==> config.mk <==
export PLATFORM = sky130hd
export DESIGN_NAME = csc_ctrl
export DESIGN_NICKNAME = d
export VERILOG_FILES = /design/src/pkg/csc_pkg.sv /design/src/hdl/csc_ctrl.sv /design/src/hdl/csc_sync.sv
export SDC_FILE = /design/constraint.sdc
export NUM_CORES = 1
export LEC_CHECK = 0
export BUFFER_PORTS_ARGS = -buffer_cell sky130_fd_sc_hd__buf_4
export CORE_ASPECT_RATIO = 0.7
export CORE_MARGIN = 5
export CORE_UTILIZATION = 56
export CTS_CLUSTER_DIAMETER = 200
export CTS_CLUSTER_SIZE = 20
export DETAILED_ROUTE_END_ITERATION = 7
export PLACE_DENSITY_LB_ADDON = 0.15
export SETUP_SLACK_MARGIN = 0.05
export SYNTH_ARGS = -nofsm -noshare
export SYNTH_HDL_FRONTEND = slang
export SYNTH_SLANG_ARGS = --single-unit
==> constraint.sdc <==
create_clock -name pclk -period 3.4 [get_ports pclk]
set_clock_uncertainty 0.05 [all_clocks]
set_input_delay 0.51 -clock pclk [delete_from_list [all_inputs] [get_ports pclk]]
set_output_delay 0.51 -clock pclk [all_outputs]
set_load 0.005 [all_outputs]
==> src/pkg/csc_pkg.sv <==
// Package for the clock source and start-up controller: map, fields, counts and types.
package csc_pkg;

  // ==========================================================
  // Register map (byte addresses on APB)
  localparam logic [11:0] CSC_CTRL_OFS = 12'h000;
  localparam logic [11:0] CSC_TRIM_OFS = 12'h004;
  localparam logic [11:0] CSC_STATUS_OFS = 12'h008;
  localparam logic [11:0] CSC_COUNT_OFS = 12'h00c;

  // ==========================================================
  // Field positions
  localparam int CTRL_GO_BIT = 0;
  localparam int CTRL_MODE_LSB = 1;
  localparam int STAT_CKSEL_LSB = 0;
  localparam int STAT_SUT_LSB = 4;
  localparam int STAT_DIV8_BIT = 6;
  localparam int STAT_SRC_LSB = 7;
  localparam int STAT_RSVD_BIT = 10;
  localparam int STAT_RUN_BIT = 11;
  localparam int STAT_SLEEP_BIT = 12;
  localparam int STAT_RANGE_LSB = 13;

  // ==========================================================
  // Reset values and counts
  localparam logic [7:0] TRIM_RESET = 8'h00;
  localparam logic [1:0] MODE_RESET = 2'h0;
  localparam int CNT_W = 17;
  localparam int SETTLE_CYC = 4;
  localparam int CK_RESET = 14;
  localparam int CK_WAKE_SHORT = 6;
  localparam int CK_258 = 258;
  localparam int CK_1K = 1024;
  localparam int WDT_SHORT_CYC = 4096;

  // Sleep modes selected in the control register.
  localparam logic [1:0] SLEEP_POWER_DOWN = 2'h0;
  localparam logic [1:0] SLEEP_POWER_SAVE = 2'h1;
  localparam logic [1:0] SLEEP_CONVERTER = 2'h2;

  // ==========================================================
  // Types
  typedef enum logic [2:0] {SRC_XTAL, SRC_LF_XTAL, SRC_RC, SRC_EXT, SRC_RSVD} csc_src_t;

  typedef struct packed {
    logic [3:0] clock_source_select_fuses;
    logic [1:0] startup_time_fuses;
    logic divide_by_eight_fuse;
  } csc_fuse_t;

  typedef struct packed {
    csc_src_t source;
    logic [2:0] oscillator_range_fuses;
    logic osc_enable;
    logic div8;
    logic [7:0] oscillator_trim_register;
  } csc_osc_cfg_t;

  typedef struct packed {
    logic cpu;
    logic program_memory_clock;
    logic io;
    logic converter_clock;
    logic async_timer_clock;
  } csc_clk_en_t;

endpackage

==> src/hdl/csc_ctrl.sv <==
// Clock source selection, start-up timing and trim register with APB access.
//
// What this block does
// - Decode four-bit clock source fuse field
// - Fuse bit one unprogrammed, zero programmed
// - Count source clock start-up cycles on wake, except from converter sleep
// - Add 4K or 64K watchdog cycles from reset
// - Shipped fuses give RC, longest delay, divide-eight
// - Copy factory calibration into trim once the synchronisers settle after reset
// - Software may overwrite trim; RC follows it
// - Reset delay always timed by watchdog oscillator
// - RC: 6 cycle wake, SUT sets reset delay
// - Crystal range from clock select bits three-one
// - Crystal wake count from select bit zero, SUT
// - Async timer clock keeps running in sleep, except power-down
// - Converter clock runs while CPU halted in converter sleep only
// - Program memory clock gated with CPU clock
//
// Implementation choices: the register offsets and the APB interface to the registers.
`timescale 1ns/1ps
module csc_ctrl
  import csc_pkg::*;
#(
  parameter int WDT_LONG_CYC = 65536,
  parameter int XTAL_LONG_CK = 16384,
  parameter int LF_LONG_CK = 32768
) (
  input wire logic pclk,
  input wire logic presetn,
  input wire logic psel,
  input wire logic penable,
  input wire logic pwrite,
  input wire logic [11:0] paddr,
  input wire logic [31:0] pwdata,
  output logic [31:0] prdata,
  output logic pready,
  output logic pslverr,
  input wire csc_pkg::csc_fuse_t fuse_pins,
  input wire logic [7:0] factory_cal,
  input wire logic wdt_osc_in,
  input wire logic src_clk_in,
  input wire logic wake_in,
  output csc_pkg::csc_osc_cfg_t osc_cfg,
  output csc_pkg::csc_clk_en_t clk_en,
  output logic core_run
);

  // ==========================================================
  // Elaboration checks
  generate
    if (WDT_LONG_CYC < 1 || WDT_LONG_CYC >= (1 << CNT_W)) begin : g_bad_wdt
      $error("WDT_LONG_CYC does not fit the start-up counter.");
    end
    if (XTAL_LONG_CK < 1 || XTAL_LONG_CK + CK_RESET >= (1 << CNT_W)) begin : g_bad_xtal
      $error("XTAL_LONG_CK does not fit the start-up counter.");
    end
    if (LF_LONG_CK < 1 || LF_LONG_CK + CK_RESET >= (1 << CNT_W)) begin : g_bad_lf
      $error("LF_LONG_CK does not fit the start-up counter.");
    end
  endgenerate

  typedef enum logic [2:0] {
    ST_SETTLE, ST_WDT_DELAY, ST_SRC_START, ST_RUN, ST_SLEEP, ST_WAKE, ST_HOLD
  } csc_state_t;

  localparam int SYNC_W = 18;

  csc_state_t state;
  csc_fuse_t fuses;
  logic [CNT_W-1:0] cnt;
  logic [7:0] trim;
  logic [1:0] sleep_mode;
  logic [SYNC_W-1:0] sync_level;
  logic [SYNC_W-1:0] sync_rise;
  csc_fuse_t fuse_sync;
  logic [7:0] cal_sync;
  logic wdt_tick;
  logic src_tick;
  logic wake_rise;
  logic settle_done;
  logic wr_en;
  logic rd_en;
  logic addr_ok;
  logic sleep_go;
  csc_src_t src;
  logic rsvd;
  logic [31:0] rd_mux;

  // ==========================================================
  // Input synchronisers
  csc_sync #(
    .WIDTH(SYNC_W)
  ) u_sync (
    .pclk(pclk),
    .presetn(presetn),
    .async_in({fuse_pins, factory_cal, wdt_osc_in, src_clk_in, wake_in}),
    .level(sync_level),
    .rise(sync_rise)
  );

  assign fuse_sync = sync_level[17:11];
  assign cal_sync = sync_level[10:3];
  assign wdt_tick = sync_rise[2];
  assign src_tick = sync_rise[1];
  assign wake_rise = sync_rise[0];

  // ==========================================================
  // Fuse decoding functions
  function automatic csc_src_t decode_src(input logic [3:0] c);
    csc_src_t s;
    s = SRC_RSVD;
    if (c[3]) begin
      s = SRC_XTAL;
    end else if (c[2:1] == 2'h3) begin
      s = SRC_LF_XTAL;
    end else if (c == 4'h2) begin
      s = SRC_RC;
    end else if (c == 4'h0) begin
      s = SRC_EXT;
    end
    return s;
  endfunction

  // Reserved clock select codes and, outside crystal mode, start-up code 11.
  function automatic logic is_reserved(input csc_fuse_t f);
    return decode_src(f.clock_source_select_fuses) == SRC_RSVD ||
           (!f.clock_source_select_fuses[3] && f.startup_time_fuses == 2'h3);
  endfunction

  // Source clock cycles needed before execution after a wake.
  function automatic logic [CNT_W-1:0] wake_ck(input csc_fuse_t f);
    logic [2:0] idx;
    logic [CNT_W-1:0] n;
    idx = {f.clock_source_select_fuses[0], f.startup_time_fuses};
    n = CNT_W'(CK_WAKE_SHORT);
    unique case (decode_src(f.clock_source_select_fuses))
      SRC_XTAL: begin
        if (idx <= 3'h1) begin
          n = CNT_W'(CK_258);
        end else if (idx <= 3'h4) begin
          n = CNT_W'(CK_1K);
        end else begin
          n = CNT_W'(XTAL_LONG_CK);
        end
      end
      SRC_LF_XTAL: begin
        n = f.clock_source_select_fuses[0] ? CNT_W'(LF_LONG_CK) : CNT_W'(CK_1K);
      end
      SRC_RC, SRC_EXT, SRC_RSVD: begin
        n = CNT_W'(CK_WAKE_SHORT);
      end
    endcase
    return n;
  endfunction

  // Watchdog oscillator cycles added after reset; zero means none.
  function automatic logic [CNT_W-1:0] reset_wdt(input csc_fuse_t f);
    logic [1:0] sel;
    logic [2:0] idx;
    idx = {f.clock_source_select_fuses[0], f.startup_time_fuses};
    sel = f.startup_time_fuses;
    if (f.clock_source_select_fuses[3]) begin
      sel = (idx == 3'h2 || idx == 3'h5) ? 2'h0 :
            (idx == 3'h1 || idx == 3'h4 || idx == 3'h7) ? 2'h2 : 2'h1;
    end
    unique case (sel)
      2'h1: return CNT_W'(WDT_SHORT_CYC);
      2'h2: return CNT_W'(WDT_LONG_CYC);
      default: return '0;
    endcase
  endfunction

  assign src = decode_src(fuses.clock_source_select_fuses);
  assign rsvd = is_reserved(fuses);
  assign settle_done = (state == ST_SETTLE) && (cnt == CNT_W'(SETTLE_CYC));

  // ==========================================================
  // APB decode
  assign pready = 1'b1;
  assign wr_en = psel && penable && pwrite;
  assign rd_en = psel && !penable && !pwrite;
  assign addr_ok = paddr == CSC_CTRL_OFS || paddr == CSC_TRIM_OFS ||
                   paddr == CSC_STATUS_OFS || paddr == CSC_COUNT_OFS;
  assign pslverr = psel && penable && !addr_ok;
  assign sleep_go = wr_en && paddr == CSC_CTRL_OFS && pwdata[CTRL_GO_BIT];

  always_comb begin
    rd_mux = '0;
    unique case (paddr)
      CSC_CTRL_OFS: begin
        rd_mux[CTRL_MODE_LSB +: 2] = sleep_mode;
      end
      CSC_TRIM_OFS: begin
        rd_mux[7:0] = trim;
      end
      CSC_STATUS_OFS: begin
        rd_mux[STAT_CKSEL_LSB +: 4] = fuses.clock_source_select_fuses;
        rd_mux[STAT_SUT_LSB +: 2] = fuses.startup_time_fuses;
        rd_mux[STAT_DIV8_BIT] = fuses.divide_by_eight_fuse;
        rd_mux[STAT_SRC_LSB +: 3] = src;
        rd_mux[STAT_RSVD_BIT] = rsvd;
        rd_mux[STAT_RUN_BIT] = core_run;
        rd_mux[STAT_SLEEP_BIT] = state == ST_SLEEP;
        rd_mux[STAT_RANGE_LSB +: 3] = osc_cfg.oscillator_range_fuses;
      end
      CSC_COUNT_OFS: begin
        rd_mux[CNT_W-1:0] = cnt;
      end
      default: begin
        rd_mux = '0;
      end
    endcase
  end

  // Read data is captured in the setup phase and shown in the access phase.
  always_ff @(posedge pclk or negedge presetn) begin
    if (!presetn) begin
      prdata <= '0;
    end else if (rd_en) begin
      prdata <= rd_mux;
    end
  end

  // ==========================================================
  // Sleep mode register
  always_ff @(posedge pclk or negedge presetn) begin
    if (!presetn) begin
      sleep_mode <= MODE_RESET;
    end else if (wr_en && paddr == CSC_CTRL_OFS && state != ST_SLEEP) begin
      sleep_mode <= pwdata[CTRL_MODE_LSB +: 2];
    end
  end

  // ==========================================================
  // Fuse capture once the synchronisers have settled after reset
  always_ff @(posedge pclk or negedge presetn) begin
    if (!presetn) begin
      fuses <= '1;
    end else if (settle_done) begin
      fuses <= fuse_sync;
    end
  end

  // ==========================================================
  // Trim register: zero at reset, factory value once settled, software may refine it
  always_ff @(posedge pclk or negedge presetn) begin
    if (!presetn) begin
      trim <= TRIM_RESET;
    end else if (settle_done) begin
      trim <= cal_sync;
    end else if (wr_en && paddr == CSC_TRIM_OFS && state != ST_SETTLE) begin
      trim <= pwdata[7:0];
    end
  end

  // ==========================================================
  // Start-up sequence
  always_ff @(posedge pclk or negedge presetn) begin
    if (!presetn) begin
      state <= ST_SETTLE;
      cnt <= '0;
    end else begin
      unique case (state)
        ST_SETTLE: begin
          if (!settle_done) begin
            cnt <= cnt + CNT_W'(1);
          end else if (is_reserved(fuse_sync)) begin
            state <= ST_HOLD;
            cnt <= '0;
          end else if (reset_wdt(fuse_sync) != '0) begin
            state <= ST_WDT_DELAY;
            cnt <= reset_wdt(fuse_sync);
          end else begin
            state <= ST_SRC_START;
            cnt <= wake_ck(fuse_sync) + CNT_W'(CK_RESET);
          end
        end
        ST_WDT_DELAY: begin
          // The watchdog oscillator times this part whatever the source.
          if (wdt_tick) begin
            cnt <= cnt - CNT_W'(1);
            if (cnt == CNT_W'(1)) begin
              state <= ST_SRC_START;
              cnt <= wake_ck(fuses) + CNT_W'(CK_RESET);
            end
          end
        end
        ST_SRC_START, ST_WAKE: begin
          if (src_tick) begin
            cnt <= cnt - CNT_W'(1);
            if (cnt == CNT_W'(1)) begin
              state <= ST_RUN;
            end
          end
        end
        ST_RUN: begin
          if (sleep_go) begin
            state <= ST_SLEEP;
          end
        end
        ST_SLEEP: begin
          // The oscillator keeps running in converter sleep, so no restart.
          if (wake_rise) begin
            if (sleep_mode == SLEEP_CONVERTER) begin
              state <= ST_RUN;
            end else begin
              state <= ST_WAKE;
              cnt <= wake_ck(fuses);
            end
          end
        end
        ST_HOLD: begin
          state <= ST_HOLD;
        end
      endcase
    end
  end

  // ==========================================================
  // Outputs
  always_ff @(posedge pclk or negedge presetn) begin
    if (!presetn) begin
      core_run <= 1'b0;
      clk_en <= '0;
      osc_cfg <= '0;
    end else begin
      core_run <= state == ST_RUN;
      clk_en.cpu <= state == ST_RUN;
      clk_en.program_memory_clock <= state == ST_RUN;
      clk_en.io <= state == ST_RUN;
      clk_en.converter_clock <= state == ST_RUN ||
        (state == ST_SLEEP && sleep_mode == SLEEP_CONVERTER);
      clk_en.async_timer_clock <= state != ST_SETTLE && state != ST_HOLD &&
        !(state == ST_SLEEP && sleep_mode == SLEEP_POWER_DOWN);
      osc_cfg.source <= src;
      osc_cfg.oscillator_range_fuses <= (src == SRC_XTAL) ?
        fuses.clock_source_select_fuses[3:1] : 3'h0;
      osc_cfg.osc_enable <= state != ST_SETTLE && state != ST_HOLD &&
        !(state == ST_SLEEP && sleep_mode != SLEEP_CONVERTER);
      // A programmed fuse reads zero; shipped parts start divided by eight.
      osc_cfg.div8 <= !fuses.divide_by_eight_fuse;
      osc_cfg.oscillator_trim_register <= trim;
    end
  end

endmodule

==> src/hdl/csc_sync.sv <==
// Three-stage synchroniser with agreement filter and rising-edge pulse.
`timescale 1ns/1ps
module csc_sync #(
  parameter int WIDTH = 1
) (
  input wire logic pclk,
  input wire logic presetn,
  input wire logic [WIDTH-1:0] async_in,
  output logic [WIDTH-1:0] level,
  output logic [WIDTH-1:0] rise
);

  logic [WIDTH-1:0] s1;
  logic [WIDTH-1:0] s2;
  logic [WIDTH-1:0] s3;
  logic [WIDTH-1:0] next_level;

  // ==========================================================
  // Stages
  always_ff @(posedge pclk or negedge presetn) begin
    if (!presetn) begin
      s1 <= '0;
      s2 <= '0;
      s3 <= '0;
    end else begin
      s1 <= async_in;
      s2 <= s1;
      s3 <= s2;
    end
  end

  // A change is accepted only once the second and third stages agree.
  always_comb begin
    next_level = (s2 & s3) | (level & (s2 | s3));
  end

  always_ff @(posedge pclk or negedge presetn) begin
    if (!presetn) begin
      level <= '0;
      rise <= '0;
    end else begin
      level <= next_level;
      rise <= next_level & ~level;
    end
  end

endmodule

==> results.json <==
{
  "finalMaxSlewViolations": 0,
  "internal_power_uw": 3948,
  "die_x_um": 140.6,
  "grt_pass1_vias": 5088,
  "hold_path.class": "in -> reg",
  "hold_end": "u_sync.s1[17]$_DFF_PN0_",
  "synth_top_cell_by_area": "dfrtp_1",
  "fin_ws_ps": 374.0,
  "diodes": 0,
  "num_io_pins": 123,
  "cp.arrival_ps": 3310,
  "clk_path_buf_depth": 2,
  "synth_area_per_cell_um2": 10.58,
  "cts-root-buf": "clkbuf_16",
  "die_y_um": 101.4,
  "place_hpwl_um": 12300,
  "port_buffers": 82,
  "netlist_instances": 632,
  "track_usage": 0.2513,
  "ir_drop_uv": 412.9,
  "ys_seq_area_frac": 0.5553,
  "cts_inserted_buffers": 17,
  "tightest_slew_ps": 863.8,
  "ys_ff_latch": 148,
  "p_comb_frac": 0.335,
  "timing.rr.start": "cnt[0]$_DFFE_PN0P_",
  "slew_headroom": 0.4202,
  "clock_latency_ps": 420,
  "min_period_over_period": 0.8900,
  "synth_edf_count": 0,
  "met1_length_um": 8005,
  "drive_gt1_frac": 0.2305,
  "dieArea_um2": 14260,
  "drt-pass1-iter-count": 5,
  "p_switching_uw": 2461,
  "yosysWarningCount": 0,
  "synth.top_cell.area_share": 0.5278,
  "synth_area_um2": 6685,
  "path_clk_slew_ps": 70,
  "rsz0062_at_grt": "no",
  "fin_crit_ps": 3026,
  "pwr-share-seq": 0.373,
  "met3_length_um": 1494,
  "synth_common_cells": "dfrtp_1 (141), nand2_1 (90), o21ai_0 (36)",
  "fin_total_pwr_uw": 6409,
  "cts_resized": 0,
  "worst-setup-path-type": "reg -> reg",
  "drt.antenna.violating_nets": 0,
  "syn_to_final_growth_pct": 20.16,
  "synth.area.top_cells": "dfrtp_1 (53%), nand2_1 (5.1%), dfstp_2 (2.8%)",
  "vias": 5199,
  "reg2reg_depth": 8,
  "start_kind": "register",
  "end_kind": "register",
  "routedWlPerCell_um": 19.72,
  "rows": 33,
  "power.share.clock": 0.292,
  "viasPerCell": 5.868,
  "finalHoldViolations": 0,
  "grt_max_degree": 81,
  "max_freq_mhz": 330.5,
  "crit_path_max_fanout": 10,
  "grt_pass1_wl_um": 27680,
  "fill_cells": 871,
  "outcome": "finished, final reports clean",
  "nets": 789,
  "synth_most_common_cell": "dfrtp_1",
  "gp_congestion": 0.9270,
  "yosys_most_used_dff": "dfrtp_1",
  "r2r_slack_ps": 370,
  "powerDensity_nw_per_um2": 797.9,
  "start_util": 0.5721,
  "top_layer_used": "met4",
  "cts_setup_buffers": 0,
  "post-place-ws_ps": 498.9,
  "cap_violations": 0,
  "htreeDepth": 4,
  "setup_violations": 0,
  "whs_path_depth": 1,
  "final_cells": 886,
  "grt_overflow": 0,
  "cts_sinks": 148,
  "dp_cells": 853,
  "r2r-end": "cnt[5]$_DFFE_PN0P_",
  "wl_met2_um": 7678,
  "cts-hold-fix-buffers": 1,
  "drtIter0Drc": 386,
  "antenna_found_initial": 0,
  "wl_um": 17470,
  "setup_tns_ps": 0,
  "switching_share": 0.3840,
  "holdCritStartpoint": "fuse_pins[6]",
  "async_flop_share": 1.000,
  "cts_tree": "built",
  "core_um2": 11690,
  "critPathRequiredTime_ps": 3680,
  "post_synth_num_cell_types": 71,
  "drc_errors": 0,
  "cellLeakagePower_uw": 0.003536
}
==> through the flow <==
| step | hold WS, ps | utilization | area (um2) |
|---|---|---|---|
| 6_report | 139.5 | 0.6874 | 8033 |
| 5_1_grt | 127.8 | 0.6874 | 8033 |
| 4_1_cts | 123.6 | 0.6874 | 8033 |
| 3_5_place_dp | 285.5 | 0.6365 | 7437 |
| 3_3_place_gp | 282.9 | 0.6365 | 7437 |
| 2_1_floorplan | 164.4 | - | 6738 |
==> worst max-delay path by stage <==
stage          cells past startpoint                   to                from  slack (ps)
6_report                           8   cnt[5]$_DFFE_PN0P_  cnt[0]$_DFFE_PN0P_         370
5_1_grt                            8   cnt[5]$_DFFE_PN0P_  cnt[0]$_DFFE_PN0P_         260
4_1_cts                            8   cnt[5]$_DFFE_PN0P_  cnt[0]$_DFFE_PN0P_         440
3_5_place_dp                       8   cnt[6]$_DFFE_PN0P_  cnt[0]$_DFFE_PN0P_         500
3_3_place_gp                       8   cnt[4]$_DFFE_PN0P_  cnt[1]$_DFFE_PN0P_         580
2_1_floorplan                      8  cnt[10]$_DFFE_PN0P_  cnt[1]$_DFFE_PN0P_         780
==> state kept, by name, summed over array words and instances, names as in the netlist <==
name / count
core_run: 1
u_sync.level: 18
u_sync.s1: 18
u_sync.rise: 3
trim: 8
sleep_mode: 2
osc_cfg: 16
prdata: 17
state: 3
cnt: 17
clk_en: 2
u_sync.s3: 18
u_sync.s2: 18
fuses: 7
==> final cells by class <==
type                    instances  area [um2]  area share
well taps                     157       196.4     0.02445
clock inverters                15       160.2     0.01994
flip-flops and latches        148        3712      0.4621
multi-input cells             428        2683      0.3340
inverters                      19       71.32    0.008879
clock buffers                  17       425.4     0.05296
repair buffers                102       784.5     0.09766
==> power by group through the flow <==
| stage | registers, uW | clock network (uW) | logic [uW] |
|---|---|---|---|
| final | 2390 | 1870 | 2150 |
| after global routing | 2430 | 1980 | 2310 |
| after CTS | 2380 | 1900 | 2110 |
| after detailed placement | 2410 | 0 | 2090 |
| after global placement | 2400 | 0 | 2060 |
| after floorplan | 2260 | 0 | 1450 |
==> cells by family after synthesis <==
family,after synthesis,synth area share
simple gates,227,0.1716
flops,148,0.5553
compound gates,137,0.1422
buf+inv,70,0.05128
fa+ha+maj,24,0.03818
mux,18,0.03238
xor+xnor,6,0.007861
other cells,2,0.001123
==> critical path, stage by stage (launching register included) <==
cell and delay [ps]:
dfrtp_1 530, inv_1 120, ha_1 210, and3b_1 230, and2_1 210, and2_0 220
a311oi_1 740, nand2_1 350, o22ai_1 270
==> per-layer routing <==
metal,vias up,global-route usage
li1,2405,-
met1,2504,0.3629
met2,263,0.3765
met3,27,0.06371
met4,0,0.08414
met5,-,0
==> cells in the final DEF, fill, tap and decap left out, drive strengths merged, types with 4 or more instances in the layout <==
cell	n
nand4	4
conb	16
a22oi	21
xnor2	6
nand3	24
mux2i	7
maj3	18
and2	7
nor4	11
or3	9
buf	101
nand2	90
clkbuf	17
a31oi	10
o21ai	37
a21oi	12
o211ai	4
inv	28
dfstp	7
mux2	9
ha	6
a21o	4
dfrtp	141
and3	7
nor3	13
or2	6
o22ai	11
nor2	31
Power figures use the tool's default switching activity.
